**src/core/rwc_pkg.sv**
```systemverilog
// constants, modes and layouts for the remote word command handler
// assumes a single 25 MHz clock domain and synchronous master-side inputs
package rwc_pkg;
	localparam int         WORD_W        = 16;
	localparam int         SLOT_N        = 6;
	localparam int         SLOT_W        = 3;
	localparam int         QUAD_N        = 4;
	localparam logic [WORD_W-1:0] SKIP_CODE     = 16'hFFFF;
	localparam logic [WORD_W-1:0] SP_MAX        = 16'h2710;
	localparam logic signed [WORD_W-1:0] DEV_MAX = 16'sh2710;
	localparam logic signed [WORD_W-1:0] DEV_MIN = -16'sh2710;
	localparam logic [WORD_W-1:0] QUAD_MAX      = 16'h9C40;
	localparam logic [WORD_W-1:0] TORQ_RESET    = 16'h0000;
	localparam logic [WORD_W-1:0] QUAD_RESET    = 16'h0000;
	localparam logic [7:0] PID_SEL_A     = 8'h32;
	localparam logic [7:0] PID_SEL_B     = 8'h33;
	localparam logic [7:0] PID_SEL_C     = 8'h3C;
	localparam logic [7:0] PID_SEL_D     = 8'h3D;
	localparam logic [7:0] EXT_14        = 8'h0E;
	localparam logic [7:0] EXT_18        = 8'h12;
	localparam logic [7:0] EXT_24        = 8'h18;
	localparam logic [7:0] EXT_28        = 8'h1C;
	localparam logic [3:0] TSRC_3        = 4'h3;
	localparam logic [3:0] TSRC_5        = 4'h5;
	localparam logic [3:0] TLIM_WORD     = 4'h2;
	localparam int         EXT_HI        = 15;
	localparam int         EXT_LO        = 8;
	localparam int         CODE_HI       = 7;
	localparam logic [7:0] REPLY_OK      = 8'h00;
	localparam logic [7:0] REPLY_FAULT   = 8'h01;
	typedef enum logic [1:0] {
		CTRL_SPEED,
		CTRL_TORQUE,
		CTRL_POSITION
	} ctrl_mode_e;
	typedef enum logic [1:0] {
		SEQ_IDLE,
		SEQ_ISSUE,
		SEQ_WAIT,
		SEQ_DONE
	} seq_state_e;
endpackage : rwc_pkg

```
**src/core/rwc_slot_picker.sv**
```systemverilog
// picks the next instruction slot to run after a given one
// assumes slot 0 is the base slot and is never skipped
`timescale 1ns/1ps
module rwc_slot_picker (
	input  wire logic [rwc_pkg::SLOT_W-1:0] curSlot,
	input  wire logic [rwc_pkg::SLOT_N-1:0] slotLive,
	output logic                            hasNext,
	output logic [rwc_pkg::SLOT_W-1:0]      nextSlot
);
	import rwc_pkg::*;

	// lowest live slot above curSlot; fixed ascending order
	always_comb begin
		hasNext  = 1'b0;
		nextSlot = curSlot;
		for (int i = SLOT_N - 1; i > 0; i--) begin
			if (slotLive[i] && (i > int'(curSlot))) begin
				hasNext  = 1'b1;
				nextSlot = SLOT_W'(i);
			end
		end
	end
endmodule : rwc_slot_picker

```
**src/core/remote_word_command_handler.sv**
```systemverilog
// remote word interpreter: pid words, torque command and limits, chained instructions
// assumes master words and request bits are synchronous to ref_clk; executor answers one slot at a time
`timescale 1ns/1ps

// Functional notes
// - set point word is percent times 100, 0..10000 accepted.
// - deviation word accepted signed from -10000 to +10000.
// - pid words held only when pid action selection is 50, 51, 60, 61.
// - shared word is torque command for ext 14/18/24/28, source 3/5, torque control.
// - torque words applied on ram or eeprom request; both params updated together.
// - ext 14/18, source 3/5, limit method 2, speed/position: single limit taken.
// - ext 24/28, method 2: four quadrant limits, 0..40000 each.
// - quadrant limits taken on ram request only, never on eeprom request.
// - quadrant 2..4 word of FFFF uses the first-quadrant limit.
// - valid first-quadrant word with source 3/5 updates both torque params.
// - execute runs base slot then 10,12,14,16,18; done after last completes.
// - extra slot code FFFF skips it; base slot always runs.
// - upper 8 bits of extra code are link extended setting, rest instruction.
// - each extra code pairs with following write data word.
// - signed frequency selection 1 makes frequency word signed, negative reverses.
// - reply code per executed slot, zero normal, nonzero fault.
module remote_word_command_handler (
	input  wire logic                        ref_clk,
	input  wire logic                        arst_n,
	input  wire logic [rwc_pkg::WORD_W-1:0]  pidSetPoint,
	input  wire logic [rwc_pkg::WORD_W-1:0]  pidMeasuredValue,
	input  wire logic [rwc_pkg::WORD_W-1:0]  pidDeviationOrTorqueCommand,
	input  wire logic [rwc_pkg::WORD_W-1:0]  torqueLimitFirstQuadrant,
	input  wire logic [rwc_pkg::WORD_W-1:0]  torqueLimitSecondQuadrant,
	input  wire logic [rwc_pkg::WORD_W-1:0]  torqueLimitThirdQuadrant,
	input  wire logic [rwc_pkg::WORD_W-1:0]  torqueLimitFourthQuadrant,
	input  wire logic [rwc_pkg::WORD_W-1:0]  baseInstructionSlot,
	input  wire logic [rwc_pkg::WORD_W-1:0]  baseWriteData,
	input  wire logic [5*rwc_pkg::WORD_W-1:0] extraInstructionCodes,
	input  wire logic [5*rwc_pkg::WORD_W-1:0] extraInstructionWriteData,
	input  wire logic [rwc_pkg::WORD_W-1:0]  setFrequency,
	input  wire logic                        ram_write_request,
	input  wire logic                        eeprom_write_request,
	input  wire logic                        instruction_execute_request,
	input  wire logic [7:0]                  extended_setting_selection,
	input  wire logic [3:0]                  torque_source_selection,
	input  wire logic [3:0]                  torque_limit_input_method,
	input  wire logic [7:0]                  pid_action_selection,
	input  wire logic                        signed_frequency_selection,
	input  wire rwc_pkg::ctrl_mode_e         controlMode,
	input  wire logic [rwc_pkg::WORD_W-1:0]  torqueParamMax,
	input  wire logic                        execDone,
	input  wire logic [7:0]                  execReply,
	input  wire logic [rwc_pkg::WORD_W-1:0]  execReadData,
	output logic                             execStart,
	output logic [7:0]                       execLinkExt,
	output logic [7:0]                       execCode,
	output logic [rwc_pkg::WORD_W-1:0]       execWriteData,
	output logic [rwc_pkg::SLOT_W-1:0]       execSlot,
	output logic                             instruction_done_flag,
	output logic [rwc_pkg::SLOT_N*8-1:0]     replyCodes,
	output logic [rwc_pkg::SLOT_N*rwc_pkg::WORD_W-1:0] replyReadData,
	output logic [rwc_pkg::WORD_W-1:0]       heldPidSetPoint,
	output logic [rwc_pkg::WORD_W-1:0]       heldPidMeasured,
	output logic [rwc_pkg::WORD_W-1:0]       heldPidDeviation,
	output logic [rwc_pkg::WORD_W-1:0]       torque_value_ram_param,
	output logic [rwc_pkg::WORD_W-1:0]       torque_value_ram_eeprom_param,
	output logic [rwc_pkg::QUAD_N*rwc_pkg::WORD_W-1:0] quadrantLimits,
	output logic [rwc_pkg::WORD_W-1:0]       freqMagnitude,
	output logic                             freqReverse,
	output logic                             torqueWriteReply
);
	import rwc_pkg::*;

	typedef struct packed {
		seq_state_e                 seq;
		logic [SLOT_W-1:0]          slot;
		logic                       start;
		logic                       done;
		logic [7:0]                 linkExt;
		logic [7:0]                 code;
		logic [WORD_W-1:0]          wdata;
		logic [SLOT_N*8-1:0]        replies;
		logic [SLOT_N*WORD_W-1:0]   rdata;
		logic [WORD_W-1:0]          sp;
		logic [WORD_W-1:0]          pv;
		logic [WORD_W-1:0]          dev;
		logic [WORD_W-1:0]          tqRam;
		logic [WORD_W-1:0]          tqRamEe;
		logic [QUAD_N*WORD_W-1:0]   quad;
		logic [WORD_W-1:0]          fMag;
		logic                       fRev;
		logic                       tqReply;
		logic                       wrReqPrev;
	} state_s;

	state_s cur_ff;
	state_s nxt_cur;

	logic [SLOT_N*WORD_W-1:0] slotCodes;
	logic [SLOT_N*WORD_W-1:0] slotData;
	logic [SLOT_N-1:0]        slotLive;
	logic                     hasNext;
	logic [SLOT_W-1:0]        nextSlot;

	// slot 0 is the base pair; slots 1..5 are the extra pairs in order
	assign slotCodes = {extraInstructionCodes, baseInstructionSlot};
	assign slotData  = {extraInstructionWriteData, baseWriteData};

	genvar g;
	generate
		for (g = 0; g < SLOT_N; g++) begin : g_live
			if (g == 0) begin : g_base
				assign slotLive[g] = 1'b1;
			end else begin : g_extra
				assign slotLive[g] = (slotCodes[g*WORD_W +: WORD_W] != SKIP_CODE);
			end
		end
	endgenerate

	rwc_slot_picker u_picker (
		.curSlot  (cur_ff.slot),
		.slotLive (slotLive),
		.hasNext  (hasNext),
		.nextSlot (nextSlot)
	);

	logic pidOn;
	logic srcOk;
	logic singleMode;
	logic quadMode;
	logic tqCmdMode;
	logic wrReq;
	logic wrRise;
	logic ramRise;
	logic signed [WORD_W-1:0] devS;
	logic signed [WORD_W-1:0] fS;
	logic [WORD_W-1:0]        q1;
	logic [WORD_W-1:0]        qw;
	logic [WORD_W-1:0]        tqWord;

	always_comb begin
		pidOn = (pid_action_selection == PID_SEL_A) || (pid_action_selection == PID_SEL_B) ||
			(pid_action_selection == PID_SEL_C) || (pid_action_selection == PID_SEL_D);
		srcOk = (torque_source_selection == TSRC_3) || (torque_source_selection == TSRC_5);
		tqCmdMode = ((extended_setting_selection == EXT_14) || (extended_setting_selection == EXT_18) ||
			(extended_setting_selection == EXT_24) || (extended_setting_selection == EXT_28)) &&
			srcOk && (controlMode == CTRL_TORQUE);
		singleMode = ((extended_setting_selection == EXT_14) || (extended_setting_selection == EXT_18)) &&
			srcOk && (torque_limit_input_method == TLIM_WORD) && (controlMode != CTRL_TORQUE);
		quadMode = ((extended_setting_selection == EXT_24) || (extended_setting_selection == EXT_28)) &&
			(torque_limit_input_method == TLIM_WORD) && (controlMode != CTRL_TORQUE);
		wrReq   = ram_write_request || eeprom_write_request;
		// edge-triggered so a held request applies once
		wrRise  = wrReq && !cur_ff.wrReqPrev;
		ramRise = wrRise && ram_write_request;
		devS = $signed(pidDeviationOrTorqueCommand);
		fS   = $signed(setFrequency);
		q1   = torqueLimitFirstQuadrant;
		qw   = '0;
		tqWord = '0;

		nxt_cur = cur_ff;
		nxt_cur.start     = 1'b0;
		nxt_cur.tqReply   = 1'b0;
		nxt_cur.wrReqPrev = wrReq;

		// pid words: out-of-range or disabled keeps the held value
		if (pidOn) begin
			if (pidSetPoint <= SP_MAX)
				nxt_cur.sp = pidSetPoint;
			if (pidMeasuredValue <= SP_MAX)
				nxt_cur.pv = pidMeasuredValue;
			if (!tqCmdMode && (devS >= DEV_MIN) && (devS <= DEV_MAX))
				nxt_cur.dev = pidDeviationOrTorqueCommand;
		end

		// torque command or single limit; torque range given by the drive
		if (wrRise && (tqCmdMode || singleMode)) begin
			tqWord = tqCmdMode ? pidDeviationOrTorqueCommand : torqueLimitFirstQuadrant;
			if (tqWord <= torqueParamMax) begin
				nxt_cur.tqRam   = tqWord;
				nxt_cur.tqRamEe = tqWord;
				nxt_cur.tqReply = 1'b1;
			end
		end

		// quadrant limits: ram request only
		if (ramRise && quadMode && (q1 <= QUAD_MAX)) begin
			nxt_cur.quad[0 +: WORD_W] = q1;
			for (int i = 1; i < QUAD_N; i++) begin
				qw = (i == 1) ? torqueLimitSecondQuadrant :
					(i == 2) ? torqueLimitThirdQuadrant : torqueLimitFourthQuadrant;
				if (qw == SKIP_CODE)
					nxt_cur.quad[i*WORD_W +: WORD_W] = q1;
				else if (qw <= QUAD_MAX)
					nxt_cur.quad[i*WORD_W +: WORD_W] = qw;
			end
			if (srcOk && (q1 <= torqueParamMax)) begin
				nxt_cur.tqRam   = q1;
				nxt_cur.tqRamEe = q1;
			end
			nxt_cur.tqReply = 1'b1;
		end

		// frequency word sign handling
		if (signed_frequency_selection && fS[WORD_W-1]) begin
			nxt_cur.fMag = WORD_W'(-fS);
			nxt_cur.fRev = 1'b1;
		end else begin
			nxt_cur.fMag = setFrequency;
			nxt_cur.fRev = 1'b0;
		end

		// instruction chain sequencer
		case (cur_ff.seq)
			SEQ_IDLE: begin
				// master has loaded all pairs before raising execute
				if (instruction_execute_request) begin
					nxt_cur.slot    = '0;
					nxt_cur.seq     = SEQ_ISSUE;
					nxt_cur.replies = '0;
				end
			end
			SEQ_ISSUE: begin
				nxt_cur.linkExt = slotCodes[int'(cur_ff.slot)*WORD_W + EXT_LO +: 8];
				nxt_cur.code    = slotCodes[int'(cur_ff.slot)*WORD_W +: CODE_HI + 1];
				nxt_cur.wdata   = slotData[int'(cur_ff.slot)*WORD_W +: WORD_W];
				nxt_cur.start   = 1'b1;
				nxt_cur.seq     = SEQ_WAIT;
			end
			SEQ_WAIT: begin
				if (execDone) begin
					nxt_cur.replies[int'(cur_ff.slot)*8 +: 8] = execReply;
					if (execReply == REPLY_OK)
						nxt_cur.rdata[int'(cur_ff.slot)*WORD_W +: WORD_W] = execReadData;
					if (hasNext) begin
						nxt_cur.slot = nextSlot;
						nxt_cur.seq  = SEQ_ISSUE;
					end else begin
						nxt_cur.done = 1'b1;
						nxt_cur.seq  = SEQ_DONE;
					end
				end
			end
			SEQ_DONE: begin
				if (!instruction_execute_request) begin
					nxt_cur.done = 1'b0;
					nxt_cur.seq  = SEQ_IDLE;
				end
			end
			default: nxt_cur.seq = SEQ_IDLE;
		endcase
	end

	always_ff @(posedge ref_clk or negedge arst_n) begin
		if (!arst_n) begin
			cur_ff         <= '0;
			cur_ff.seq     <= SEQ_IDLE;
			cur_ff.tqRam   <= TORQ_RESET;
			cur_ff.tqRamEe <= TORQ_RESET;
			cur_ff.quad    <= {QUAD_N{QUAD_RESET}};
			cur_ff.replies <= {SLOT_N{REPLY_OK}};
		end else begin
			cur_ff <= nxt_cur;
		end
	end

	assign execStart                     = cur_ff.start;
	assign execLinkExt                   = cur_ff.linkExt;
	assign execCode                      = cur_ff.code;
	assign execWriteData                 = cur_ff.wdata;
	assign execSlot                      = cur_ff.slot;
	assign instruction_done_flag         = cur_ff.done;
	assign replyCodes                    = cur_ff.replies;
	assign replyReadData                 = cur_ff.rdata;
	assign heldPidSetPoint               = cur_ff.sp;
	assign heldPidMeasured               = cur_ff.pv;
	assign heldPidDeviation              = cur_ff.dev;
	assign torque_value_ram_param        = cur_ff.tqRam;
	assign torque_value_ram_eeprom_param = cur_ff.tqRamEe;
	assign quadrantLimits                = cur_ff.quad;
	assign freqMagnitude                 = cur_ff.fMag;
	assign freqReverse                   = cur_ff.fRev;
	assign torqueWriteReply              = cur_ff.tqReply;
endmodule : remote_word_command_handler

```
**config.mk**
```make
export PLATFORM = sky130hd
export DESIGN_NAME = remote_word_command_handler
export DESIGN_NICKNAME = d
export VERILOG_FILES = /design/src/core/rwc_pkg.sv /design/src/core/rwc_slot_picker.sv /design/src/core/remote_word_command_handler.sv
export SDC_FILE = /design/constraint.sdc
export NUM_CORES = 1
export LEC_CHECK = 0
export ABC_CLOCK_PERIOD_IN_PS = 8900
export BUFFER_PORTS_ARGS = -buffer_cell sky130_fd_sc_hd__buf_2
export CELL_PAD_IN_SITES_DETAIL_PLACEMENT = 1
export CELL_PAD_IN_SITES_GLOBAL_PLACEMENT = 1
export CORE_AREA = 4 4 283 285
export CTS_CLUSTER_SIZE = 28
export DETAILED_ROUTE_END_ITERATION = 8
export DIE_AREA = 0 0 287 289
export PLACE_DENSITY_LB_ADDON = 0.08
export REMOVE_ABC_BUFFERS = 1
export SLEW_MARGIN = 20
export SYNTH_ARGS = -nofsm -noshare
export SYNTH_HDL_FRONTEND = slang
export SYNTH_HIERARCHICAL = 1
export SYNTH_SLANG_ARGS = --single-unit
```
**constraint.sdc**
```tcl
create_clock -name ref_clk -period 8.9 [get_ports ref_clk]
set_input_delay 0.445 -clock ref_clk [delete_from_list [all_inputs] [get_ports ref_clk]]
set_output_delay 0.445 -clock ref_clk [all_outputs]
set_load 0.005 [all_outputs]
```
==> impl_results.md, run 1 <==
* Status: complete, no violations
* DIE AREA at 0.0829 mm2
* Post-Place Cells at 3,282
* DR WL met2 at 41,200 um
* Cell family with the largest share of critical-path delay: simple AND/OR/NAND/NOR gates
* Critical path arrival at 4.52 ns
* Worst hold path type: input pin to flip-flop
* Max FO, Critical Path at 23
* HP Start: setFrequency[0]
* DP Wirelength at 65,000 um
* Max cap viols at 0
* R2R setup slack at 5.62 ns
* Startpoint class of the critical path: input pin
* FP Rows at 102
* 1st-iter DRT viols at 569
* FF-to-FF path depth at 7
* Root Buffer: clkbuf_16
* Unrepaired setup endpoints after global routing: no
* Worst path buffer plus inverter count at 3
* Share of post-route cells with drive strength above 1 at 44.3%
* CP max stage delay at 0.58 ns
* Setup Skew at 0.0176 ns
* Die H at 289 um
* Clk slew on worst S/H paths at 0.06 ns
* Peak supply drop at 114 uV
* CTS tree: built
* Vias at 15,700
* Clock Latency Late Sink at 0.57 ns
* Top sig layer: met5
* Hold EP: freqMagnitude[0]
* Hold path cells at 1
* Final setup viols at 0
* DR WL/cell at 24.5 um
* Yosys warnings at 6
* Relative max-transition margin at 25.5%
* Overall routing resource usage at 19.1%
* Met3 wire len at 5980 um
* Power per cell area at 207 mW/mm2
* GRT overflow at 0
* Hold Worst Slack at 0.0611 ns
* Cell area after synthesis at 0.0193 mm2
* CP Cell Sequence: buf_2 > and4b_1 > a311oi_1 > nor4_4 > buf_4 > mux2_2 > ha_1 > nand4_1 > nor4_1 > nor3_1 > o31a_1 > nor3_4 > buf_4 > a21bo_2 > o21ai_1
* Remaining DRCs at 0
* Mean Syn Cell Area at 10.1 um2
* Final WL at 82,600 um
* Core area at 0.0773 mm2
* Crit. End Element: flip-flop
* Layout area overhead at 19.6%
* Setup TNS Final at 0 ns
* Critical path's slowest cell: a311oi_1
* Crit path required time at 9.35 ns
* Final worst path period share at 45.7%
* RR Startpoint: execSlot[0]
* IO buf count at 734
* Largest net degree at the start of global routing at 100
* CTS Sinks at 346
* Leak at 11.5 nW
* DRT Pass-1 Iters at 5
* GPL Wtd Cong at 0.914
* Fin crit period at 4.06 ns
* Cells after synthesis at 1,908
* Least-Margin Pin Slew at 1.12 ns
* Num ports at 736
* Antenna violations before repair at 25
* Critical R2R Capture: replyReadData[77]
* H-tree depth at 2
* Die W at 287 um
* CTS Buf Count at 45
* Most used cell, CP: buf_4
* Crit path kind: input pin to flip-flop
* Non-filler cells, final at 3,370
* Vias in the first global route at 17,000
* CTS max path bufs at 3
* Max-slew violation count at 0
* Highest Clock Rate at 246 MHz
* Vias per std cell at 4.66
* Wire length of the first global-routing pass at 119,000 um
* Final hold viol count at 0
* Initial Util at 25.0%
* ANT nets after route at 0
* Final net count at 2,721
* M1 wire length at 33,300 um
-- cell type report --
class	instances	area (um2)
antenna	7	17.5
sequential	346	8660
multi-input combinational	1101	7690
fill	9027	54200
tap	1040	1300
clock inverter	10	90.1
inverter	41	154
clock buffer	70	1340
timing repair buffer	755	3840
-- flip-flops by register name (all words and copies together) (netlist names), 3 cells and up --
name,flops
replyCodes,48
execLinkExt,8
execCode,8
heldPidDeviation,16
cur_ff,3
replyReadData,96
heldPidSetPoint,16
torque_value_ram_param,16
execSlot,3
freqMagnitude,16
execWriteData,16
heldPidMeasured,16
torque_value_ram_eeprom_param,16
quadrantLimits,64
-- placed cells by master, fill, tap and decap left out, drive strengths merged, types with 19 or more instances in the layout --
cell and n:
nand4 35, dfrtp 346, nand3 28, buf 754, clkbuf 70, inv 39
a221oi 33, mux2 136, ha 38, a22o 44, a21oi 27, nor2 128
mux4 32, nor3 19, nand2 214, o21ai 222
-- per-stage QoR --
stage	total power, mW	setup WS, ns	utilization, %	cell area (um2)
finish	4.79	4.84	29.9	23100
global route	5.08	4.51	29.9	23100
CTS	4.91	4.79	29.8	23100
detailed placement	3.07	4.19	28.0	21600
global placement	3.05	4.19	27.9	21600
floorplan	2.46	3.78	-	16400
-- worst max-delay path by stage --
stage,end,cells past startpoint,slack [ns],start
4_1_cts,torque_value_ram_eeprom_param[0],15,4.79,torque_source_selection[1]
3_5_place_dp,torque_value_ram_eeprom_param[0],15,4.19,torque_source_selection[1]
5_1_grt,torque_value_ram_param[3],15,4.51,torque_source_selection[1]
6_report,torque_value_ram_eeprom_param[0],15,4.84,extended_setting_selection[1]
3_3_place_gp,torque_value_ram_eeprom_param[0],15,4.19,torque_source_selection[1]
2_1_floorplan,replyCodes[16],6,3.78,execSlot[0]
-- per-layer routing --
layer / global-route usage, % / up-vias
li1: - / 7136
met1: 23.2 / 7895
met2: 33.3 / 522
met3: 5.79 / 122
met4: 4.54 / 18
met5: 0 / -
-- report_power, final --
group	total (mW)	switching (mW)	internal [mW]	leakage, nW
clock network	1.78	0.720	1.06	0.708
registers	1.82	0.112	1.71	4.64
logic	1.19	0.674	0.517	6.20
total	4.79	1.51	3.29	11.5
-- what timing repair did --
item,4_1_cts,5_1_grt
setup endpoints to repair,0,0
resized for setup,0,0
hold buffers,1,0
setup buffers,0,0
endpoints found under the hold margin,95,0
Note: power is estimated with default switching activity, not from simulation.
==> run 2: changes to the inputs <==
- ABC_CLOCK_PERIOD_IN_PS: 8900 -> 3820
- clock period: 8.9 -> 3.82 ns (I/O delays scaled with it)
==> impl_results.md, run 2 (synthesis results as in run 1) <==
* Status: complete, no violations (unchanged)
* Max FO, Critical Path at 25 (was 23)
* Flip-flop count of the largest register after layout at 96 (unchanged)
* Leak at 12.5 nW (was 11.5 nW)
* DR WL/cell at 23.8 um (was 24.5 um)
* Final WL at 85,500 um (was 82,600 um)
* Final Util at 32.7% (was 29.9%)
* Layout area overhead at 30.8% (was 19.6%)
* Die W at 287 um (unchanged)
* Highest Clock Rate at 277 MHz
* Wire length of the first global-routing pass at 124,000 um (was 119,000 um)
* Unrepaired setup endpoints after global routing: no (unchanged)
* CTS resizes at 0 (unchanged)
* Die H at 289 um (unchanged)
* Post-Place Cells at 3,321 (was 3,282)
* DIE AREA at 0.0829 mm2 (unchanged)
* Final worst path period share at 94.4%
* Critical R2R Capture: quadrantLimits[47] (was replyReadData[77])
* Initial Util at 25.0% (unchanged)
* Design area at 0.0253 mm2 (was 0.0231 mm2)
* ANT nets after route at 0 (unchanged)
* CTS Buf Count at 45 (unchanged)
* Vias in the first global route at 18,300 (was 17,000)
* Crit. End Element: flip-flop (unchanged)
* Hold Worst Slack at 0.0448 ns (was 0.0611 ns)
* CTS tree: built (unchanged)
* Max cap viols at 0 (unchanged)
* Overall routing resource usage at 19.8% (was 19.1%)
* Hold EP: execLinkExt[6] (was freqMagnitude[0])
* Startpoint class of the critical path: input pin (unchanged)
* FILL cells at 8,990 (was 9,027)
* HP Start: extraInstructionCodes[62] (was setFrequency[0])
* Vias at 16,500 (was 15,700)
* Num ports at 736 (unchanged)
* GPL Wtd Cong at 0.933 (was 0.914)
* Hold path cells at 4 (was 1)
* Share of post-route cells with drive strength above 1 at 41.9% (was 44.3%)
* Core area at 0.0773 mm2 (unchanged)
* RR Startpoint: cur_ff[0] (was execSlot[0])
* Peak supply drop at 314 uV (was 114 uV)
* Final setup viols at 0 (unchanged)
* IO buf count at 734 (unchanged)
* Antenna violations before repair at 11 (was 25)
* Clk slew on worst S/H paths at 0.06 ns (about the same)
* 1st-iter DRT viols at 682 (was 569)
* FP Rows at 102 (unchanged)
* Power per cell area at 455 mW/mm2 (was 207 mW/mm2)
* Final WS setup at 0.215 ns (was 4.84 ns)
* Relative max-transition margin at 36.0% (was 25.5%)
* DP Wirelength at 67,200 um (was 65,000 um)
* Clock Latency Late Sink at 0.59 ns (was 0.57 ns)
* Placed inst area at 0.0220 mm2 (was 0.0216 mm2)
* Fin crit period at 3.61 ns
* Most frequent cells in the layout: buf_2 (733), dfrtp_1 (344), nand2_1 (214) (was buf_2 (733), dfrtp_1 (344), nand2_1 (212))
* Vias per std cell at 4.61 (was 4.66)
* Largest net degree at the start of global routing at 107 (was 100)
* Critical path arrival at 4.04 ns (was 4.52 ns)
* Dpl ws at -0.386 ns (was 4.19 ns)
* Final net count at 2,941 (was 2,721)
* CTS Sinks at 346 (unchanged)
* Final hold viol count at 0 (unchanged)
* Least-Margin Pin Slew at 0.960 ns (was 1.12 ns)
* FF-to-FF path depth at 8 (was 7)
* CTS max path bufs at 3 (unchanged)
* Root Buffer: clkbuf_16 (unchanged)
* Commonest non-fill, non-tap cell in the layout: buf_2 (unchanged)
* Crit path required time at 4.26 ns (was 9.35 ns)
* Setup Skew at 0.0308 ns (was 0.0176 ns)
* Max-slew violation count at 0 (unchanged)
* Non-filler cells, final at 3,589 (was 3,370)
* Crit path kind: input pin to flip-flop (unchanged)
* Remaining DRCs at 0 (unchanged)
* H-tree depth at 2 (unchanged)
* R2R setup slack at 0.85 ns (was 5.62 ns)
* DRT Pass-1 Iters at 5 (unchanged)
* GRT overflow at 0 (unchanged)
* Worst hold path type: input pin to flip-flop (unchanged)
## run 2: how the worst max path moves through the flow
stage | to | cells after the start | from | slack (ns)
global route | torque_value_ram_eeprom_param[15] | 16 | extended_setting_selection[3] | 0.01
finish | torque_value_ram_eeprom_param[15] | 16 | extended_setting_selection[3] | 0.21
detailed placement | torque_value_ram_param[15] | 16 | extended_setting_selection[3] | -0.39
floorplan | replyCodes[16] | 6 | execSlot[0] | -1.30
CTS | torque_value_ram_eeprom_param[15] | 16 | extended_setting_selection[3] | 0.27
global placement | torque_value_ram_param[15] | 15 | extended_setting_selection[3] | -0.55
## run 2: cell type report
cell class	count	area [um2]	area share [%]
clock buffers	66	1280	5.09
diodes	7	17.5	0.0693
flip-flops and latches	346	8660	34.3
repair buffers	975	6000	23.8
multi-input cells	1101	7680	30.4
well taps	1040	1300	5.15
inverters	41	154	0.609
clock inverters	13	163	0.644
## run 2: what timing repair did
action                                 CTS  global route
endpoints found under the hold margin  368             0
buffers inserted                         0             0
hold buffers                           182             0
## run 2: per-layer routing
layer,vias up,routed length (um),part of all wire (%),track usage (%)
li1,7584,-,-,-
met4,4,2350,2.7,5.44
met3,123,5600,6.6,5.01
met2,528,42700,50,34.8
met5,-,32,0.037,0
met1,8297,34800,41,24.1
## run 2: power breakdown
group | total [mW] | internal, mW | switching [mW]
combinational | 3.07 | 1.39 | 1.68
sequential | 4.19 | 3.98 | 0.206
clock | 4.23 | 2.48 | 1.76
total | 11.5 | 7.85 | 3.65
## run 2: per-stage QoR
step           power [mW]  setup TNS, ns
2_1_floorplan        5.72        -112.34
3_3_place_gp         7.16         -14.05
3_5_place_dp         7.19          -8.66
4_1_cts              11.7              0
5_1_grt              12.2              0
6_report             11.5              0
## run 2: critical path: stages
cell and delay [ns]:
buf_2 0.11, and4bb_2 0.30, a311oi_1 0.10, nor4_4 0.72, buf_6 0.25, mux2_2 0.38
ha_1 0.32, nand4_1 0.13, nor4_1 0.37, nor3_1 0.10, o31a_1 0.13, buf_4 0.15
nor3_4 0.24, buf_12 0.21, mux2i_1 0.22, a21boi_1 0.09
